### config.mk
export PLATFORM = sky130hd
export DESIGN_NAME = mct_core
export DESIGN_NICKNAME = d
export VERILOG_FILES = /design/src/design/mct_pkg.sv /design/src/design/mct_core.sv
export VERILOG_INCLUDE_DIRS = /design/src /design/src/design
export SDC_FILE = /design/constraint.sdc
export NUM_CORES = 1
export LEC_CHECK = 0
export BUFFER_PORTS_ARGS = -buffer_cell sky130_fd_sc_hd__buf_2
export CELL_PAD_IN_SITES_DETAIL_PLACEMENT = 0
export CELL_PAD_IN_SITES_GLOBAL_PLACEMENT = 2
export CORE_ASPECT_RATIO = 1.5
export CORE_MARGIN = 5
export CORE_UTILIZATION = 40
export CTS_CLUSTER_SIZE = 16
export DETAILED_ROUTE_END_ITERATION = 7
export HOLD_SLACK_MARGIN = 0.03
export PLACE_DENSITY = 0.86
export SLEW_MARGIN = 40
export SYNTH_ARGS = -nofsm -noshare
export SYNTH_HDL_FRONTEND = slang
export SYNTH_SLANG_ARGS = --single-unit
### constraint.sdc
create_clock -name clk -period 8.2 [get_ports clk]
set_clock_uncertainty 0.05 [all_clocks]
set_input_delay 1.64 -clock clk [delete_from_list [all_inputs] [get_ports clk]]
set_output_delay 1.64 -clock clk [all_outputs]
set_load 0.005 [all_outputs]
### src/design/mct_consts.svh
// Register offsets, field positions, reset values and flag indices of the commutation timer core
`ifndef MCT_CONSTS_SVH
`define MCT_CONSTS_SVH
// ============================================================
// Register byte offsets
`define MCT_OFF_COUNT 12'h000
`define MCT_OFF_COUNT_LOW 12'h004
`define MCT_OFF_ZPREV 12'h008
`define MCT_OFF_ZCUR 12'h00c
`define MCT_OFF_NCOMP 12'h010
`define MCT_OFF_DEMAG 12'h014
`define MCT_OFF_WEIGHT 12'h018
`define MCT_OFF_PRESC 12'h01c
`define MCT_OFF_CTRL 12'h020
`define MCT_OFF_ENABLE 12'h024
`define MCT_OFF_STATUS 12'h028
`define MCT_OFF_PWM_CFG 12'h02c
`define MCT_OFF_PERIOD 12'h030
`define MCT_OFF_PHASE_U 12'h034
`define MCT_OFF_PHASE_V 12'h038
`define MCT_OFF_PHASE_W 12'h03c
// ============================================================
// Control register bits
`define MCT_CTRL_GATE 0
`define MCT_CTRL_AUTO 1
`define MCT_CTRL_SEL 2
`define MCT_CTRL_SPEED 3
`define MCT_CTRL_SWCAP 4
// ============================================================
// Status and enable bit positions
`define MCT_FL_COMM 0
`define MCT_FL_DEMAG 1
`define MCT_FL_ZERO 2
`define MCT_FL_ESTOP 3
`define MCT_FL_CURRENT_LIMIT_ENABLE 4
`define MCT_FL_RDOWN 5
`define MCT_FL_RUP 6
`define MCT_FL_PWMUPD 7
`define MCT_FL_SPEED 8
`define MCT_FL_SAMPLE 9
// ============================================================
// Reset values and limits
`define MCT_RST_BYTE 8'h00
`define MCT_STEP_MAX 4'hf
`define MCT_STEP_MIN 4'h0
`endif

### src/design/mct_pkg.sv
// Types shared by the commutation timer core
`default_nettype none
package mct_pkg;
  // Event strobes from the motor phase logic, one-cycle pulses
  typedef struct packed {
    logic zero_cross;
    logic demag_hw;
    logic estop;
    logic current_limit;
    logic sampling_out;
    logic ratio_up;
    logic ratio_down;
  } mct_evt_s;

  // Whole state of the core
  typedef struct packed {
    logic [7:0] cnt;
    logic [7:0] cnt_lo;
    logic [7:0] zprev;
    logic [7:0] zcur;
    logic [7:0] ncomp;
    logic [7:0] demag;
    logic [7:0] weight;
    logic [7:0] presc;
    logic [3:0] pre_div;
    logic [4:0] ctrl;
    logic [9:0] en;
    logic [9:0] fl;
    logic cap_blk;
    logic gate_q;
    logic [7:0] rep_pre;
    logic [7:0] pcfg_pre;
    logic [7:0] rep_cnt;
    logic [7:0] pcfg_act;
    logic [11:0] per_pre;
    logic [11:0] u_pre;
    logic [11:0] v_pre;
    logic [11:0] w_pre;
    logic [11:0] per_act;
    logic [11:0] u_act;
    logic [11:0] v_act;
    logic [11:0] w_act;
    logic [11:0] pcnt;
    logic [2:0] pwm;
    logic comm;
    logic [2:0] vec;
    logic wake;
  } mct_state_s;
endpackage
`default_nettype wire

### src/design/mct_core.sv
// Commutation and speed-measurement timer core with APB register access
//
// Added by the designer: register access over APB and the placing of the registers.
`default_nettype none
`include "mct_consts.svh"

// What this block does
// - Gate clear holds PWM counter at zero
// - Setting gate starts PWM counter from zero
// - Gate set forces update event and flag
// - Wait mode runs on, interrupts wake
// - Halt freezes registers, no wake events
// - Interrupt needs enable and clear global mask
// - Events routed onto three shared vectors
// - Counter register readable and writable 8-bit
// - Count read captures pair in speed mode
// - Low byte extends counter to 16 bits in speed mode
// - Previous capture holds prior or low byte
// - Current capture holds latest or high byte
// - Current read blocks captures until previous read
// - Counter compared with next-commutation compare
// - Demag register compares or captures hardware demag
// - Speed mode demag match raises speed error
// - Auto mode loads compare from weighted capture
// - Prescale holds sampling and step fields
// - Step field follows ratio up/down events
// - PWM update flag set on transfer
module mct_core
  import mct_pkg::*;
(
  input wire logic clk,
  input wire logic reset_n,
  input wire logic psel,
  input wire logic penable,
  input wire logic pwrite,
  input wire logic [11:0] paddr,
  input wire logic [31:0] pwdata,
  output logic [31:0] prdata,
  output logic pready,
  output logic pslverr,
  input wire mct_evt_s evt,
  input wire logic global_irq_mask,
  input wire logic wait_mode,
  input wire logic halt_mode,
  output logic [2:0] irq_vec,
  output logic wake_req,
  output logic commutation_pulse,
  output logic [11:0] pwm_count,
  output logic [2:0] pwm_phase
);

  // ============================================================
  // Reset release
  logic [1:0] rst_sync_q; // Two-stage release of reset
  logic rst_n; // Synchronised reset

  // Assert at once, release after two edges to avoid metastable release
  always_ff @(posedge clk or negedge reset_n) begin
    if (!reset_n) begin
      rst_sync_q <= 2'b00;
    end else begin
      rst_sync_q <= {rst_sync_q[0], 1'b1};
    end
  end
  assign rst_n = rst_sync_q[1];

  // ============================================================
  // Bus decode
  mct_state_s s_q; // Registered state
  mct_state_s s_d; // Next state
  logic acc; // Access phase
  logic wr; // Write in access phase
  logic rd; // Read in access phase
  logic hit; // Mapped address
  logic [31:0] rdata; // Read mux

  assign acc = psel & penable;
  assign wr = acc & pwrite;
  assign rd = acc & ~pwrite;
  // Every register answers in its access cycle, so no wait logic is needed
  assign pready = 1'b1; // Zero wait states
  assign pslverr = acc & ~hit; // Unmapped address answers error

  // Read mux over the register map, narrow data in low bits
  always_comb begin
    hit = 1'b1;
    rdata = 32'h0000_0000;
    if (paddr == `MCT_OFF_COUNT) begin
      rdata[7:0] = s_q.cnt;
    end else if (paddr == `MCT_OFF_COUNT_LOW) begin
      rdata[7:0] = s_q.cnt_lo;
    end else if (paddr == `MCT_OFF_ZPREV) begin
      rdata[7:0] = s_q.zprev;
    end else if (paddr == `MCT_OFF_ZCUR) begin
      rdata[7:0] = s_q.zcur;
    end else if (paddr == `MCT_OFF_NCOMP) begin
      rdata[7:0] = s_q.ncomp;
    end else if (paddr == `MCT_OFF_DEMAG) begin
      rdata[7:0] = s_q.demag;
    end else if (paddr == `MCT_OFF_WEIGHT) begin
      rdata[7:0] = s_q.weight;
    end else if (paddr == `MCT_OFF_PRESC) begin
      rdata[7:0] = s_q.presc;
    end else if (paddr == `MCT_OFF_CTRL) begin
      rdata[4:0] = s_q.ctrl;
    end else if (paddr == `MCT_OFF_ENABLE) begin
      rdata[9:0] = s_q.en;
    end else if (paddr == `MCT_OFF_STATUS) begin
      rdata[9:0] = s_q.fl;
    end else if (paddr == `MCT_OFF_PWM_CFG) begin
      rdata[15:0] = {s_q.pcfg_pre, s_q.rep_pre}; // Reads show preload copies
    end else if (paddr == `MCT_OFF_PERIOD) begin
      rdata[11:0] = s_q.per_pre;
    end else if (paddr == `MCT_OFF_PHASE_U) begin
      rdata[11:0] = s_q.u_pre;
    end else if (paddr == `MCT_OFF_PHASE_V) begin
      rdata[11:0] = s_q.v_pre;
    end else if (paddr == `MCT_OFF_PHASE_W) begin
      rdata[11:0] = s_q.w_pre;
    end else begin
      hit = 1'b0;
    end
  end
  assign prdata = rdata;

  // ============================================================
  // Next-state logic
  logic run; // Gate set and not halted
  logic speed; // Speed sensor mode
  logic tick; // Prescaled timer step
  logic [3:0] step; // Step ratio field
  logic [7:0] cap_src; // Capture chosen for the multiplier
  logic [15:0] prod; // Capture times weight
  logic upd; // PWM transfer event
  logic [9:0] set; // Hardware flag sets
  logic [9:0] en_x; // Enables, ratio enable shared
  logic [9:0] pend; // Enabled pending events

  // One process builds the whole next state from the current one
  always_comb begin
    s_d = s_q;
    set = 10'h000;
    upd = 1'b0;
    speed = s_q.ctrl[`MCT_CTRL_SPEED];
    step = s_q.presc[3:0];
    run = s_q.ctrl[`MCT_CTRL_GATE] & ~halt_mode;
    tick = run && (s_q.pre_div >= step);
    cap_src = 8'h00;
    prod = 16'h0000;
    s_d.comm = 1'b0;

    // Prescaler divides the timer clock by step plus one
    if (run) begin
      s_d.pre_div = tick ? 4'h0 : s_q.pre_div + 4'h1;
    end

    // Counter advances on each prescaled tick
    if (tick) begin
      if (speed) begin
        {s_d.cnt, s_d.cnt_lo} = {s_q.cnt, s_q.cnt_lo} + 16'h0001;
      end else if (s_q.cnt == s_q.ncomp) begin
        s_d.cnt = `MCT_RST_BYTE;
        s_d.comm = 1'b1;
        set[`MCT_FL_COMM] = 1'b1;
      end else begin
        s_d.cnt = s_q.cnt + 8'h01;
      end
    end

    // Demag register: simulated compare or speed error compare
    if (run && s_q.cnt == s_q.demag) begin
      if (speed) begin
        set[`MCT_FL_SPEED] = 1'b1;
      end else if (tick) begin
        set[`MCT_FL_DEMAG] = 1'b1;
      end
    end

    // Hardware events seen only while the peripheral clock runs
    if (run) begin
      if (evt.demag_hw && !speed) begin
        s_d.demag = s_q.cnt;
        set[`MCT_FL_DEMAG] = 1'b1;
      end
      if (evt.zero_cross) begin
        set[`MCT_FL_ZERO] = 1'b1;
        if (speed) begin
          if (!s_q.cap_blk && !s_q.ctrl[`MCT_CTRL_SWCAP]) begin
            s_d.zcur = s_q.cnt;
            s_d.zprev = s_q.cnt_lo;
            set[`MCT_FL_COMM] = 1'b1;
          end
        end else begin
          s_d.zprev = s_q.zcur;
          s_d.zcur = s_q.cnt;
          if (s_q.ctrl[`MCT_CTRL_AUTO]) begin
            // New current capture is the count just taken
            cap_src = s_q.ctrl[`MCT_CTRL_SEL] ? s_q.zcur : s_q.cnt;
            prod = cap_src * s_q.weight;
            s_d.ncomp = prod[15:8];
          end
        end
      end
      set[`MCT_FL_ESTOP] = evt.estop;
      set[`MCT_FL_CURRENT_LIMIT_ENABLE] = evt.current_limit;
      set[`MCT_FL_SAMPLE] = evt.sampling_out;
      set[`MCT_FL_RUP] = evt.ratio_up;
      set[`MCT_FL_RDOWN] = evt.ratio_down;
      // Step field saturates at both ends rather than wrapping
      // Wrapping would turn one ratio step into a huge speed jump
      if (evt.ratio_up && !evt.ratio_down && step != `MCT_STEP_MAX) begin
        s_d.presc[3:0] = step + 4'h1;
      end else if (evt.ratio_down && !evt.ratio_up && step != `MCT_STEP_MIN) begin
        s_d.presc[3:0] = step - 4'h1;
      end
    end

    // PWM generator: stopped at zero while the gate is clear
    s_d.gate_q = s_q.ctrl[`MCT_CTRL_GATE];
    if (!s_q.ctrl[`MCT_CTRL_GATE]) begin
      s_d.pcnt = 12'h000;
    end else if (!s_q.gate_q) begin
      upd = 1'b1;
      s_d.pcnt = 12'h000;
    end else if (!halt_mode) begin
      if (s_q.pcnt >= s_q.per_act) begin
        s_d.pcnt = 12'h000;
        if (s_q.rep_cnt == 8'h00) begin
          upd = 1'b1;
        end else begin
          s_d.rep_cnt = s_q.rep_cnt - 8'h01;
        end
      end else begin
        s_d.pcnt = s_q.pcnt + 12'h001;
      end
    end
    // Preload to active transfer
    // All active copies move together so phases never mix two periods
    if (upd) begin
      s_d.rep_cnt = s_q.rep_pre;
      s_d.pcfg_act = s_q.pcfg_pre;
      s_d.per_act = s_q.per_pre;
      s_d.u_act = s_q.u_pre;
      s_d.v_act = s_q.v_pre;
      s_d.w_act = s_q.w_pre;
      set[`MCT_FL_PWMUPD] = 1'b1;
    end
    // Phase outputs high until the counter reaches the compare
    s_d.pwm = {s_q.pcnt < s_q.w_act, s_q.pcnt < s_q.v_act, s_q.pcnt < s_q.u_act};

    // Register writes, also while the gate is clear
    if (wr && !halt_mode) begin
      if (paddr == `MCT_OFF_COUNT) begin
        s_d.cnt = pwdata[7:0];
      end else if (paddr == `MCT_OFF_COUNT_LOW) begin
        s_d.cnt_lo = pwdata[7:0];
      end else if (paddr == `MCT_OFF_ZPREV) begin
        s_d.zprev = pwdata[7:0];
      end else if (paddr == `MCT_OFF_ZCUR) begin
        s_d.zcur = pwdata[7:0];
      end else if (paddr == `MCT_OFF_NCOMP) begin
        s_d.ncomp = pwdata[7:0];
      end else if (paddr == `MCT_OFF_DEMAG) begin
        s_d.demag = pwdata[7:0];
      end else if (paddr == `MCT_OFF_WEIGHT) begin
        s_d.weight = pwdata[7:0];
      end else if (paddr == `MCT_OFF_PRESC) begin
        s_d.presc = pwdata[7:0];
      end else if (paddr == `MCT_OFF_CTRL) begin
        s_d.ctrl = pwdata[4:0];
      end else if (paddr == `MCT_OFF_ENABLE) begin
        s_d.en = pwdata[9:0];
      end else if (paddr == `MCT_OFF_STATUS) begin
        s_d.fl = s_q.fl & pwdata[9:0]; // Write zero clears a flag
      end else if (paddr == `MCT_OFF_PWM_CFG) begin
        {s_d.pcfg_pre, s_d.rep_pre} = pwdata[15:0];
      end else if (paddr == `MCT_OFF_PERIOD) begin
        s_d.per_pre = pwdata[11:0];
      end else if (paddr == `MCT_OFF_PHASE_U) begin
        s_d.u_pre = pwdata[11:0];
      end else if (paddr == `MCT_OFF_PHASE_V) begin
        s_d.v_pre = pwdata[11:0];
      end else if (paddr == `MCT_OFF_PHASE_W) begin
        s_d.w_pre = pwdata[11:0];
      end
    end

    // Read side effects of the speed capture path
    if (rd && speed) begin
      if (paddr == `MCT_OFF_COUNT && s_q.ctrl[`MCT_CTRL_SWCAP] && !s_q.cap_blk) begin
        s_d.zcur = s_q.cnt;
        s_d.zprev = s_q.cnt_lo;
      end else if (paddr == `MCT_OFF_ZCUR) begin
        s_d.cap_blk = 1'b1;
      end else if (paddr == `MCT_OFF_ZPREV) begin
        s_d.cap_blk = 1'b0;
      end
    end

    // Hardware set wins over a clearing write in the same cycle
    // Otherwise an event landing on a clear would be lost silently
    s_d.fl = s_d.fl | set;

    // Shared ratio enable covers both ratio flags
    // The spare enable bit is kept for software but gates nothing
    en_x = s_q.en;
    en_x[`MCT_FL_RUP] = s_q.en[`MCT_FL_RDOWN];
    pend = global_irq_mask ? 10'h000 : (s_q.fl & en_x);
    // Three vectors: safety, position timing, PWM, ratio and sampling
    s_d.vec[0] = pend[`MCT_FL_ESTOP] | pend[`MCT_FL_CURRENT_LIMIT_ENABLE];
    s_d.vec[1] = pend[`MCT_FL_COMM] | pend[`MCT_FL_DEMAG] | pend[`MCT_FL_ZERO] | pend[`MCT_FL_SPEED];
    s_d.vec[2] = pend[`MCT_FL_PWMUPD] | pend[`MCT_FL_RUP] | pend[`MCT_FL_RDOWN] | pend[`MCT_FL_SAMPLE];
    s_d.wake = wait_mode & (|pend);

    // Halt freezes everything and raises nothing
    // Freezing the whole state keeps preloads and flags coherent for resume
    if (halt_mode) begin
      s_d = s_q;
      s_d.vec = 3'b000;
      s_d.wake = 1'b0;
      s_d.comm = 1'b0;
    end
  end

  // ============================================================
  // State register
  // Single register for all state, cleared by the released reset
  always_ff @(posedge clk or negedge rst_n) begin
    if (!rst_n) begin
      s_q <= '0;
    end else begin
      s_q <= s_d;
    end
  end

  // ============================================================
  // Outputs, all from flip-flops
  assign irq_vec = s_q.vec;
  assign wake_req = s_q.wake;
  assign commutation_pulse = s_q.comm;
  assign pwm_count = s_q.pcnt;
  assign pwm_phase = s_q.pwm;

endmodule // mct_core
`default_nettype wire

# Yosys cells after proc, flatten, opt, wreduce, memory -nomap -nowiden
# Cells that the tools add are included.
[word_totals]
register_bits = 245
latchBits = 0
ramBits = 0
romBits = 0
mem_count = 0
[classes]
addsub = 7
multipliers = 1
div = 0
n_lt_le_gt_ge = 5
eq_ne = 19
n_shift = 0
mux = 123
bitwise = 35
n_reduce_logical = 39
[ops]
columns = ["op", "count"]
rows = [
  ["$mux 8", 36],
  ["$mux 10", 15],
  ["$mux 16", 7],
  ["$eq 12x6->1 const B", 8],
  ["$mux 12", 8],
  ["$mux 32", 2],
  ["$mux 64", 1],
  ["$mux 56", 1],
  ["$eq 12x5->1 const B", 4],
  ["$mux 24", 2],
  ["$mux 48", 1],
  ["$mux 40", 1],
  ["$mux 1", 38],
  ["$lt 12x12->1", 3],
  ["$eq 12x4->1 const B", 2],
  ["$and 10x10->10", 2],
  ["$mux 4", 5],
  ["$not 1->1", 19],
  ["$reduce_and 18->1", 1],
  ["$reduce_and 17->1", 1],
  ["$add 16x1->16 const B", 1],
  ["$eq 8x8->1", 2],
  ["$mul 8x8->16", 1],
  ["$reduce_and 16->1", 1],
  ["other kinds (33)", 67],
]

# Depth between registers and ports, before layout
# Gate-level depths: netlist of run 1.
[depth]
word_depth = 19
depth_mapped = 20

# Worst setup path after synthesis of run 1
# Ideal clock, no wire load.
[synth_timing]
path_kind = "input to output"
from = "in paddr[2]"
to = "out prdata[2]"
arrival_time_ns = 3.211
path_slack_ns = 3.299
cell_stages = 9
path_cell_list = "buf_2 -> buf_2 -> buf_2 -> buf_2 -> buf_2 -> mux2i_1 -> nor3_1 -> a21oi_1 -> o21ai_0"
[synth_between]
elab_chain_cells = 17
elab_cells_between_ends = 32
cone_classes = "15 x eq/ne; 16 x mux; 1 x reduce/logical"
[synth_rtl]
columns = ["element", "line", "text"]
rows = [
  ["from (decl)", "mct_core.sv:36", "input wire logic [11:0] paddr,"],
  ["$eq 12x6->1 (no source line)", "--", ""],
  ["$mux 12", "mct_core.sv:118", "end else if (paddr == `MCT_OFF_PHASE_W) begin"],
  ["$mux 12", "mct_core.sv:116", "end else if (paddr == `MCT_OFF_PHASE_V) begin"],
  ["$mux 12", "mct_core.sv:114", "end else if (paddr == `MCT_OFF_PHASE_U) begin"],
  ["$mux 12", "mct_core.sv:112", "end else if (paddr == `MCT_OFF_PERIOD) begin"],
  ["$mux 12", "mct_core.sv:110", "end else if (paddr == `MCT_OFF_PWM_CFG) begin"],
  ["$mux 10", "mct_core.sv:108", "end else if (paddr == `MCT_OFF_STATUS) begin"],
  ["$mux 10", "mct_core.sv:106", "end else if (paddr == `MCT_OFF_ENABLE) begin"],
  ["$mux 5", "mct_core.sv:104", "end else if (paddr == `MCT_OFF_CTRL) begin"],
  ["$mux 8", "mct_core.sv:102", "end else if (paddr == `MCT_OFF_PRESC) begin"],
  ["$mux 8", "mct_core.sv:100", "end else if (paddr == `MCT_OFF_WEIGHT) begin"],
  ["$mux 8", "mct_core.sv:98", "end else if (paddr == `MCT_OFF_DEMAG) begin"],
  ["$mux 8", "mct_core.sv:96", "end else if (paddr == `MCT_OFF_NCOMP) begin"],
  ["$mux 8", "mct_core.sv:94", "end else if (paddr == `MCT_OFF_ZCUR) begin"],
  ["$mux 8", "mct_core.sv:92", "end else if (paddr == `MCT_OFF_ZPREV) begin"],
  ["$mux 8", "mct_core.sv:90", "end else if (paddr == `MCT_OFF_COUNT_LOW) begin"],
  ["$mux 8 *", "mct_core.sv:88", "if (paddr == `MCT_OFF_COUNT) begin"],
  ["to (decl)", "mct_core.sv:38", "output logic [31:0] prdata,"],
]
# Every way passes the cells marked *; elsewhere a longest branch is shown, timed or not.

# Final worst setup path of run 1
[layout_timing]
from = "in paddr[3]"
to = "out prdata[1]"
# Same word-level chain as after synthesis.

==> metrics.csv, run 1 <==
metric;value;unit
outcome;finished, final reports clean;
critical-path-slowest-cell;nor2_1;
num_rows;88;
syn_area_per_cell;9.70;um^2
ant_nets;0;
synth.area.top_cells;dfrtp_1 38%, ha_1 7.2%, mux2_2 7.1%;
p_leak;8.02;nW
r2r-start;s_q[172];
place_congestion;0.864;
slowest_delay;0.59;ns
layout_commonest_cell;dfrtp_1;
grt-ovfl-total;0;
r2r_slack;2.56;ns
synth_top_area_share;37.9;%
synth-seq-cells;237;
synthCells;1612;
start_kind;input port;
clockBufferDepth;3;
grt_pass1_vias;12300;
first_iter_violations;803;
area_growth;9.78;%
postCtsSetupBuffers;0;
dieArea;0.0432;mm^2
min_period;5.88;ns
design.core.area;0.0385;mm^2
post_cts_resized;0;
grt_pass1_wl;72.0;mm
hold_viol;0;
cap_violations;0;
clk_pin_slew;0.06;ns
grtUsageMet3;2.30;%
powerDensity;168;mW/mm^2
reg2reg_to;s_q[209];
ys_seq_area_share;37.9;%
ys_types;76;
cp_num_cells;11;
fp.dieW;171;um
ir_drop;0.000148;V
cts_buffers;26;
antenna_found_initial;0;
grt_usage;21.3;%
h-tree-depth;1;
ys.warnings.count;0;
drive_above_1_share;17.2;%
nNetsFinal;1823;
io_buffers;79;
cts.sinks;237;
diodes;0;
critPathBufInv;4;
start_util;40.6;%
drv_slew;0;
n_fill_cell;3759;
drc;0;
crit_type;input port to output pin;
synth_area_leader_cell;dfrtp_1;
synth-edff-count;0;
use_met1;26.1;%
clock-root-buffer;clkbuf_16;
clk_latency;0.54;ns
wl;46.4;mm
rsz0062_at_grt;false;
wl_per_cell;21.5;um
worst_ep_arrival_time;4.19;ns
endpoint;prdata[1];
grt_util_met2;38.0;%
crit_family;compound AO/OA/AOI/OAI gates;
vias;12100;
drt_pass1_iterations;5;
post-route-period-util;71.7;%
end_kind;output pin;
ctsHoldBuffers;0;
cp-startpoint;paddr[3];
dp_hpwl;33.1;mm
synth_async_sr_flop_share;100;%
worstPathCellList;buf_4 -> inv_1 -> buf_4 -> nor2_1 -> nand2_1 -> a311oi_1 -> o21ai_0 -> a22oi_1 -> a21oi_1 -> o22ai_1 -> buf_2;
layout_common_cells;235 x dfrtp_1, 150 x nand2_1, 122 x o21ai_0, 106 x inv_1, 101 x nor2_1;
total_power;2.88;mW
synth-main-ff-cell;dfrtp_1;
gr-max-usage-layer;met2;
fmax;0.170;GHz
setup_viol;0;
io_pins;113;
synth_area;0.0156;mm^2
slew_headroom;44.4;%
hold_path.class;flip-flop to asynchronous set/reset pin;
die_h;252;um
grt_start_max_net_pins;93;
critPathMostFrequentCell;buf_4;
vias_per_cell;5.63;
tightest_slew;0.828;ns
critPathMaxFanout;35;
finalSetupTns;0;ns
cts_tree;built;
reg2reg_depth;17;
critical_path_required;6.51;ns
==> state kept, by name (all words and copies together) (netlist names) <==
| name | cells |
|---|---|
| rst_sync_q | 2 |
| irq_vec | 3 |
| pwm_count | 12 |
| en_x | 9 |
| pwm_phase | 3 |
| wake_req | 1 |
| s_q | 206 |
| commutation_pulse | 1 |
==> cells by family (layout without fill, tap and decap cells) <==
logic type	count (synthesis)	count (layout)	share of synthesized area, %
AOI/OAI and AO/OA	368	368	15.1
xor gates and xnor gates	40	40	2.24
adders and majority gates	125	125	11.7
buffers and inverters	226	256	6.57
DFF	237	237	37.9
muxes	158	158	12.1
other	2	18	0.0480
and+or+nand+nor	456	456	14.4
==> how the worst min path moves through the flow <==
stage,start,slack [ns],end,cells after the start
after floorplan,rst_sync_q[0],0.28,rst_sync_q[1],0
after global placement,rst_sync_q[0],0.28,rst_sync_q[1],0
after detailed placement,rst_sync_q[0],0.29,rst_sync_q[1],0
after CTS,rst_sync_q[0],0.30,rst_sync_q[1],0
after global routing,rst_sync_q[1],0.15,s_q[239],0
final,rst_sync_q[1],0.14,s_q[235],0
==> report_power, final <==
group | total (mW) | internal, mW | leakage [nW] | switching (mW)
registers | 1.30 | 1.22 | 3.20 | 0.0753
logic | 0.438 | 0.160 | 4.41 | 0.278
clock network | 1.14 | 0.665 | 0.408 | 0.479
==> per-layer routing <==
layer,routed length [um],share of wire (%)
met1,18600,40
met2,23700,51
met3,2000,4.3
met4,2050,4.4
met5,0,0
==> Yosys cell counts (all sizes together) (8+ instances only) <==
master	count
dfrtp	237
nand2	151
o21ai	137
nor2	107
inv	106
mux2	98
ha	90
a21oi	73
buf	70
clkbuf	50
mux2i	46
nor2b	43
fa	35
nand2b	31
nand3	28
a21o	25
xnor2	25
a211oi	22
and3	20
nor3	19
o22a	15
o31ai	15
xor2	15
mux4	14
a31oi	11
o22ai	11
a22oi	10
and2b	9
nor4	9
and2	8
==> metrics by stage <==
step	hold WS, ns	setup WS, ns	instance area (um^2)	util [%]	cells
floorplan	0.281	1.06	15700	-	1628
global placement	0.285	2.08	16300	42.2	2104
detailed placement	0.289	2.37	16300	42.3	2105
CTS	0.301	2.37	17100	44.5	2152
global route	0.153	2.13	17200	44.6	2153
finish	0.138	2.32	17200	44.6	2153
==> layout make-up <==
type,count,area (um^2),share of cell area [%]
Sequential cell,237,5940,34.6
Timing Repair Buffer,103,609,3.55
Clock buffer,42,802,4.67
Tap cell,495,619,3.61
Inverter,106,398,2.32
Clock inverter,5,27.5,0.160
Multi-Input combinational cell,1165,8780,51.1
Power figures use the tool's default switching activity.
==> inputs of run 2 (changes only) <==
--- a/config.mk
+++ b/config.mk
@@ -11,11 +11,11 @@
 export CELL_PAD_IN_SITES_GLOBAL_PLACEMENT = 2
 export CORE_ASPECT_RATIO = 1.5
 export CORE_MARGIN = 5
-export CORE_UTILIZATION = 40
+export CORE_UTILIZATION = 36
 export CTS_CLUSTER_SIZE = 16
 export DETAILED_ROUTE_END_ITERATION = 7
 export HOLD_SLACK_MARGIN = 0.03
-export PLACE_DENSITY = 0.86
+export PLACE_DENSITY = 0.82
 export SLEW_MARGIN = 40
 export SYNTH_ARGS = -nofsm -noshare
 export SYNTH_HDL_FRONTEND = slang
==> constraint.sdc (replaced) <==
create_clock -name clk -period 5.1 [get_ports clk]
set_clock_uncertainty 0.05 [all_clocks]
set_input_delay 1.02 -clock clk [delete_from_list [all_inputs] [get_ports clk]]
set_output_delay 1.02 -clock clk [all_outputs]
set_load 0.005 [all_outputs]
==> run 2 against run 1 <==
Clock power increased by 88%. Cell area grew 3.3%. Non-clock buffer count up 41. Sequential share of layout area shrank 1.1 points. Setup slack got worse by 2.1 ns. Routed wire length rose by 3.6%. Flip-flop and latch count is the same. Cell count increased by 5.5%. Sequential power rose by 61%. Global-route usage fell by 1.6 points. Via count up 0.86%.
==> metrics.csv, run 2 (synthesis gave the netlist of run 1 again) <==
metric;value;unit
dpl.cell_count;2220;
place_congestion;0.884;
top_register;s_q;
finalSetupTns;0;ns
clockBufferDepth;3;
clk_latency;0.57;ns
fin_cells;2271;
n_fill_cell;4284;
antenna_found_initial;0;
design.core.area;0.0429;mm^2
largest_register_ffs;206;
cts.sinks;237;
fmax;0.203;GHz
diodes;0;
dp_hpwl;34.8;mm
cts_tree;built;
grt_pass1_wl;75.2;mm
vias_per_cell;5.39;
crit_type;flip-flop to flip-flop;
critical_path_required;5.49;ns
cts_buffers;27;
start_kind;flip-flop;
p_leak;8.30;nW
worst_ep_arrival_time;5.30;ns
r2r_slack;0.18;ns
cp-startpoint;s_q[172];
die_h;265;um
drt_pass1_iterations;5;
drv_slew;0;
first_iter_violations;729;
io_buffers;79;
hold_viol;0;
slew_headroom;46.9;%
post-route-period-util;96.4;%
drive_above_1_share;19.5;%
hold_path.class;input port to asynchronous set/reset pin;
layout_common_cells;234 x dfrtp_1, 150 x nand2_1, 122 x o21ai_0, 106 x inv_1, 101 x nor2_1;
tightest_slew;0.796;ns
clk_pin_slew;0.07;ns
wl_per_cell;21.2;um
rsz0062_at_grt;false;
io_pins;113;
grt_usage;19.7;%
r2r-start;s_q[172];
clock-root-buffer;clkbuf_16;
h-tree-depth;1;
grt-ovfl-total;0;
outcome;finished, final reports clean;
drc;0;
ir_drop;0.000229;V
whs;0.189;ns
end_kind;flip-flop;
powerDensity;279;mW/mm^2
critPathMaxFanout;8;
wl;48.0;mm
ctsHoldBuffers;0;
num_rows;93;
ant_nets;0;
area_growth;13.4;%
reg2reg_to;s_q[210];
layout_commonest_cell;dfrtp_1;
cap_violations;0;
vias;12200;
reg2reg_depth;19;
grt_start_max_net_pins;141;
min_period;4.92;ns
grt_pass1_vias;12600;
nNetsFinal;1865;
setup_viol;0;
fp.dieW;180;um
start_util;36.4;%
utilization;41.3;%
dieArea;0.0478;mm^2
## run 2: changes by cell type in the layout (fill, tap and decap cells not counted), moves of 2 or more
| cell | before | now |
|---|---|---|
| buf_4 | 19 | 64 |
| buf_6 | 5 | 0 |
| bufinv_16 | 0 | 5 |
| clkinv_2 | 4 | 2 |
| fa_1 | 35 | 33 |
| fa_2 | 0 | 2 |
| ha_1 | 90 | 88 |
| mux2i_1 | 40 | 44 |
| mux2i_2 | 6 | 2 |
## run 2: worst max path at each step
stage                to  slack, ns  cells after the start
3_3_place_gp   s_q[210]       0.08                     19
3_5_place_dp   s_q[210]     -0.009                     19
6_report       s_q[210]       0.18                     19
4_1_cts        s_q[210]       0.02                     19
2_1_floorplan  s_q[210]       0.21                     18
5_1_grt        s_q[210]       0.01                     19
## run 2: through the flow
step / setup WS (ns) / power [mW] / instance area [um^2]
4_1_cts: 0.0197 / 5.00 / 17700
6_report: 0.185 / 4.95 / 17700
5_1_grt: 0.0145 / 5.16 / 17700
3_5_place_dp: -0.00925 / 2.84 / 16700
2_1_floorplan: 0.213 / 2.58 / 15700
3_3_place_gp: 0.0818 / 2.82 / 16700
## run 2: metal layers
metal	global-route usage [%]	part of all wire [%]
met1	24.2	41
met2	36.1	51
met3	1.93	3.8
met4	6.89	3.9
met5	0	0
## run 2: critical path, stage by stage (launching register included)
cell and delay [ns]:
dfrtp_2 0.45, buf_4 0.15, mux2i_1 0.11, buf_4 0.18
nand2b_1 0.17, fa_1 0.51, fa_1 0.50, inv_1 0.06
fa_1 0.49, inv_1 0.05, fa_1 0.48, inv_1 0.05
ha_2 0.19, a2111oi_4 0.21, a21oi_2 0.13, a31o_4 0.26
a211o_4 0.35, o31ai_4 0.19, xnor2_1 0.15, o21ai_1 0.07
## run 2: where the power goes
part	total [mW]	leakage (nW)	internal [mW]	switching [mW]
registers	2.09	3.20	1.96	0.127
clock network	2.14	0.471	1.31	0.829
logic	0.717	4.63	0.266	0.451
## run 2: final cells by class
class / count / area, um^2 / share of cell area (%)
Multi-Input combinational cell: 1165 / 8800 / 49.6
Clock inverter: 9 / 178 / 1.00
Clock buffer: 40 / 785 / 4.42
Timing Repair Buffer: 144 / 933 / 5.26
Inverter: 106 / 398 / 2.24
Sequential cell: 237 / 5940 / 33.5
Tap cell: 570 / 713 / 4.02
## run 2: what timing repair did
item                       CTS  global route
pin swaps                    0             5
gates resized for setup      1             8
setup buffers                0             1
setup endpoints to repair    1             4
==> inputs of run 3 (changes only) <==
--- a/config.mk
+++ b/config.mk
@@ -6,14 +6,12 @@
 export SDC_FILE = /design/constraint.sdc
 export NUM_CORES = 1
 export LEC_CHECK = 0
-export BUFFER_PORTS_ARGS = -buffer_cell sky130_fd_sc_hd__buf_2
-export CELL_PAD_IN_SITES_DETAIL_PLACEMENT = 0
-export CELL_PAD_IN_SITES_GLOBAL_PLACEMENT = 2
 export CORE_ASPECT_RATIO = 1.5
 export CORE_MARGIN = 5
-export CORE_UTILIZATION = 36
+export CORE_UTILIZATION = 59
 export CTS_CLUSTER_SIZE = 16
 export DETAILED_ROUTE_END_ITERATION = 7
+export DONT_BUFFER_PORTS = 1
 export HOLD_SLACK_MARGIN = 0.03
 export PLACE_DENSITY = 0.82
 export SLEW_MARGIN = 40
==> run 3 against run 2 <==
First-iteration DRC count up 49%. Largest cell class unchanged. Maximum frequency down 0.83%. Critical path depth down 2. Via count up 2.5%. Cell area down 4.9%. Clock-buffer cell count down 10. Sequential power about the same. Cell count down 15%. Global-route usage up 9.4 points. Sequential share of layout area up 1.7 points. Non-clock buffer count down 98. Register-to-register slack worse by 0.04 ns.
==> metrics.csv, run 3 (synthesis gave the netlist of run 1 again) <==
metric;value;unit
grt_usage;29.2;%
area_growth;7.85;%
start_util;59.5;%
clock-root-buffer;clkbuf_16;
io_buffers;0;
crit_type;flip-flop to flip-flop;
vias;12500;
place_congestion;0.945;
slowest_delay;0.52;ns
first_iter_violations;1084;
clk_pin_slew;0.07;ns
cap_violations;0;
grt_start_max_net_pins;135;
r2r-start;s_q[172];
io_pins;113;
wl_met1;15.8;mm
tightest_slew;0.864;ns
fp.dieW;143;um
top_layer;met4;
critPathBufInv;4;
powerDensity;283;mW/mm^2
reg2reg_depth;17;
critical-path-slowest-cell;fa_1;
min_period;4.96;ns
antenna_found_initial;1;
worst_ep_arrival_time;5.32;ns
num_rows;73;
critPathMaxFanout;6;
clockBufferDepth;3;
reg2reg_to;s_q[210];
grt_pass1_vias;12700;
cp-startpoint;s_q[172];
drive_above_1_share;14.8;%
worstPathCellList;buf_4 -> mux2_2 -> buf_4 -> and2_1 -> fa_1 -> fa_1 -> fa_1 -> inv_1 -> fa_1 -> inv_1 -> ha_1 -> a21o_1 -> a31o_4 -> a211o_4 -> o31ai_4 -> xnor2_2 -> o21ai_1;
final_area;0.0169;mm^2
top_register;s_q;
post-route-period-util;97.2;%
endpoint;s_q[210];
dieArea;0.0299;mm^2
hold_path.class;input port to asynchronous set/reset pin;
dp_hpwl;30.4;mm
clk_latency;0.54;ns
diodes;0;
h-tree-depth;1;
critPathMostFrequentCell;fa_1;
route.met2.wl;22.2;mm
fmax;0.202;GHz
cts_buffers;25;
critical_path_required;5.46;ns
ir_drop;0.000383;V
grt_pass1_wl;69.6;mm
ant_nets;0;
grt-ovfl-total;0;
design.core.area;0.0263;mm^2
wl_per_cell;22.7;um
dpl_cell_area;0.0159;mm^2
start_kind;flip-flop;
r2r_slack;0.14;ns
nNetsFinal;1765;
hold_viol;0;
setup_viol;0;
wl;44.0;mm
drc;0;
layout_common_cells;234 x dfrtp_1, 150 x nand2_1, 122 x o21ai_0, 106 x inv_1, 102 x nor2_1;
p_leak;7.81;nW
die_h;209;um
largest_register_ffs;206;
vias_per_cell;6.48;
slew_headroom;42.4;%
routed-wl-met3;3.42;mm
crit_family;adder cells;
drt_pass1_iterations;8;
whs;0.121;ns
layout_commonest_cell;dfrtp_1;
outcome;finished, final reports clean;
cp_num_cells;17;
cts.sinks;237;
drv_slew;0;
end_kind;flip-flop;
cts_tree;built;
==> run 3: cell count changes in the layout (fill, tap and decap cells not counted), sizes merged <==
| cell | before | now |
|---|---|---|
| bufinv | 5 | 6 |
| buf | 144 | 45 |
| clkbuf | 40 | 31 |
| clkinvlp | 0 | 3 |
| clkinv | 3 | 4 |
==> run 3: what timing repair did <==
| item | in CTS | in global routing |
|---|---|---|
| setup buffers | 0 | 4 |
| gates resized for setup | 1 | 10 |
| pin swaps | 0 | 4 |
| endpoints found under the hold margin | 0 | 0 |
| setup endpoints to repair | 2 | 7 |
| hold buffers | 0 | 0 |
==> run 3: layer usage <==
layer | vias up | global-route usage, %
met5 | - | 0
met4 | 0 | 13.4
met3 | 162 | 4.56
met2 | 645 | 50.4
met1 | 6191 | 35.5
li1 | 5544 | -
==> run 3: report_power, final <==
| group | leakage (nW) | switching [mW] | internal, mW |
|---|---|---|---|
| Combinational | 4.17 | 0.386 | 0.267 |
| Sequential | 3.20 | 0.125 | 1.96 |
| Clock | 0.437 | 0.799 | 1.24 |
| Total | 7.81 | 1.31 | 3.47 |
==> run 3: worst min path at each step <==
stage | from | slack, ns | to | cells past startpoint
after floorplan | rst_sync_q[0] | 0.28 | rst_sync_q[1] | 0
after global placement | rst_sync_q[1] | 0.25 | s_q[176] | 0
after detailed placement | rst_sync_q[1] | 0.26 | s_q[178] | 0
after CTS | reset_n | 0.11 | rst_sync_q[1] | 0
after global routing | reset_n | 0.11 | rst_sync_q[1] | 0
final | reset_n | 0.12 | rst_sync_q[1] | 0
==> run 3: area by class of cell <==
class                   instances  area [um^2]
inverters                     106          398
repair buffers                 46          362
fillers                      2024         9440
clock inverters                14          243
clock buffers                  30          664
flip-flops and latches        237         5940
multi-input cells            1165         8840
well taps                     337          422
==> run 3: stage by stage <==
stage	worst slack [ns]	power, mW	cells	utilization (%)	setup TNS [ns]
3_3_place_gp	0.113	2.71	1887	60.2	0
5_1_grt	-0.00611	4.94	1935	64.1	-0.00611
3_5_place_dp	-0.0224	2.74	1887	60.3	-0.0328
2_1_floorplan	0.213	2.58	1628	-	0
6_report	0.143	4.78	1935	64.1	0
4_1_cts	0.0205	4.76	1931	63.7	0
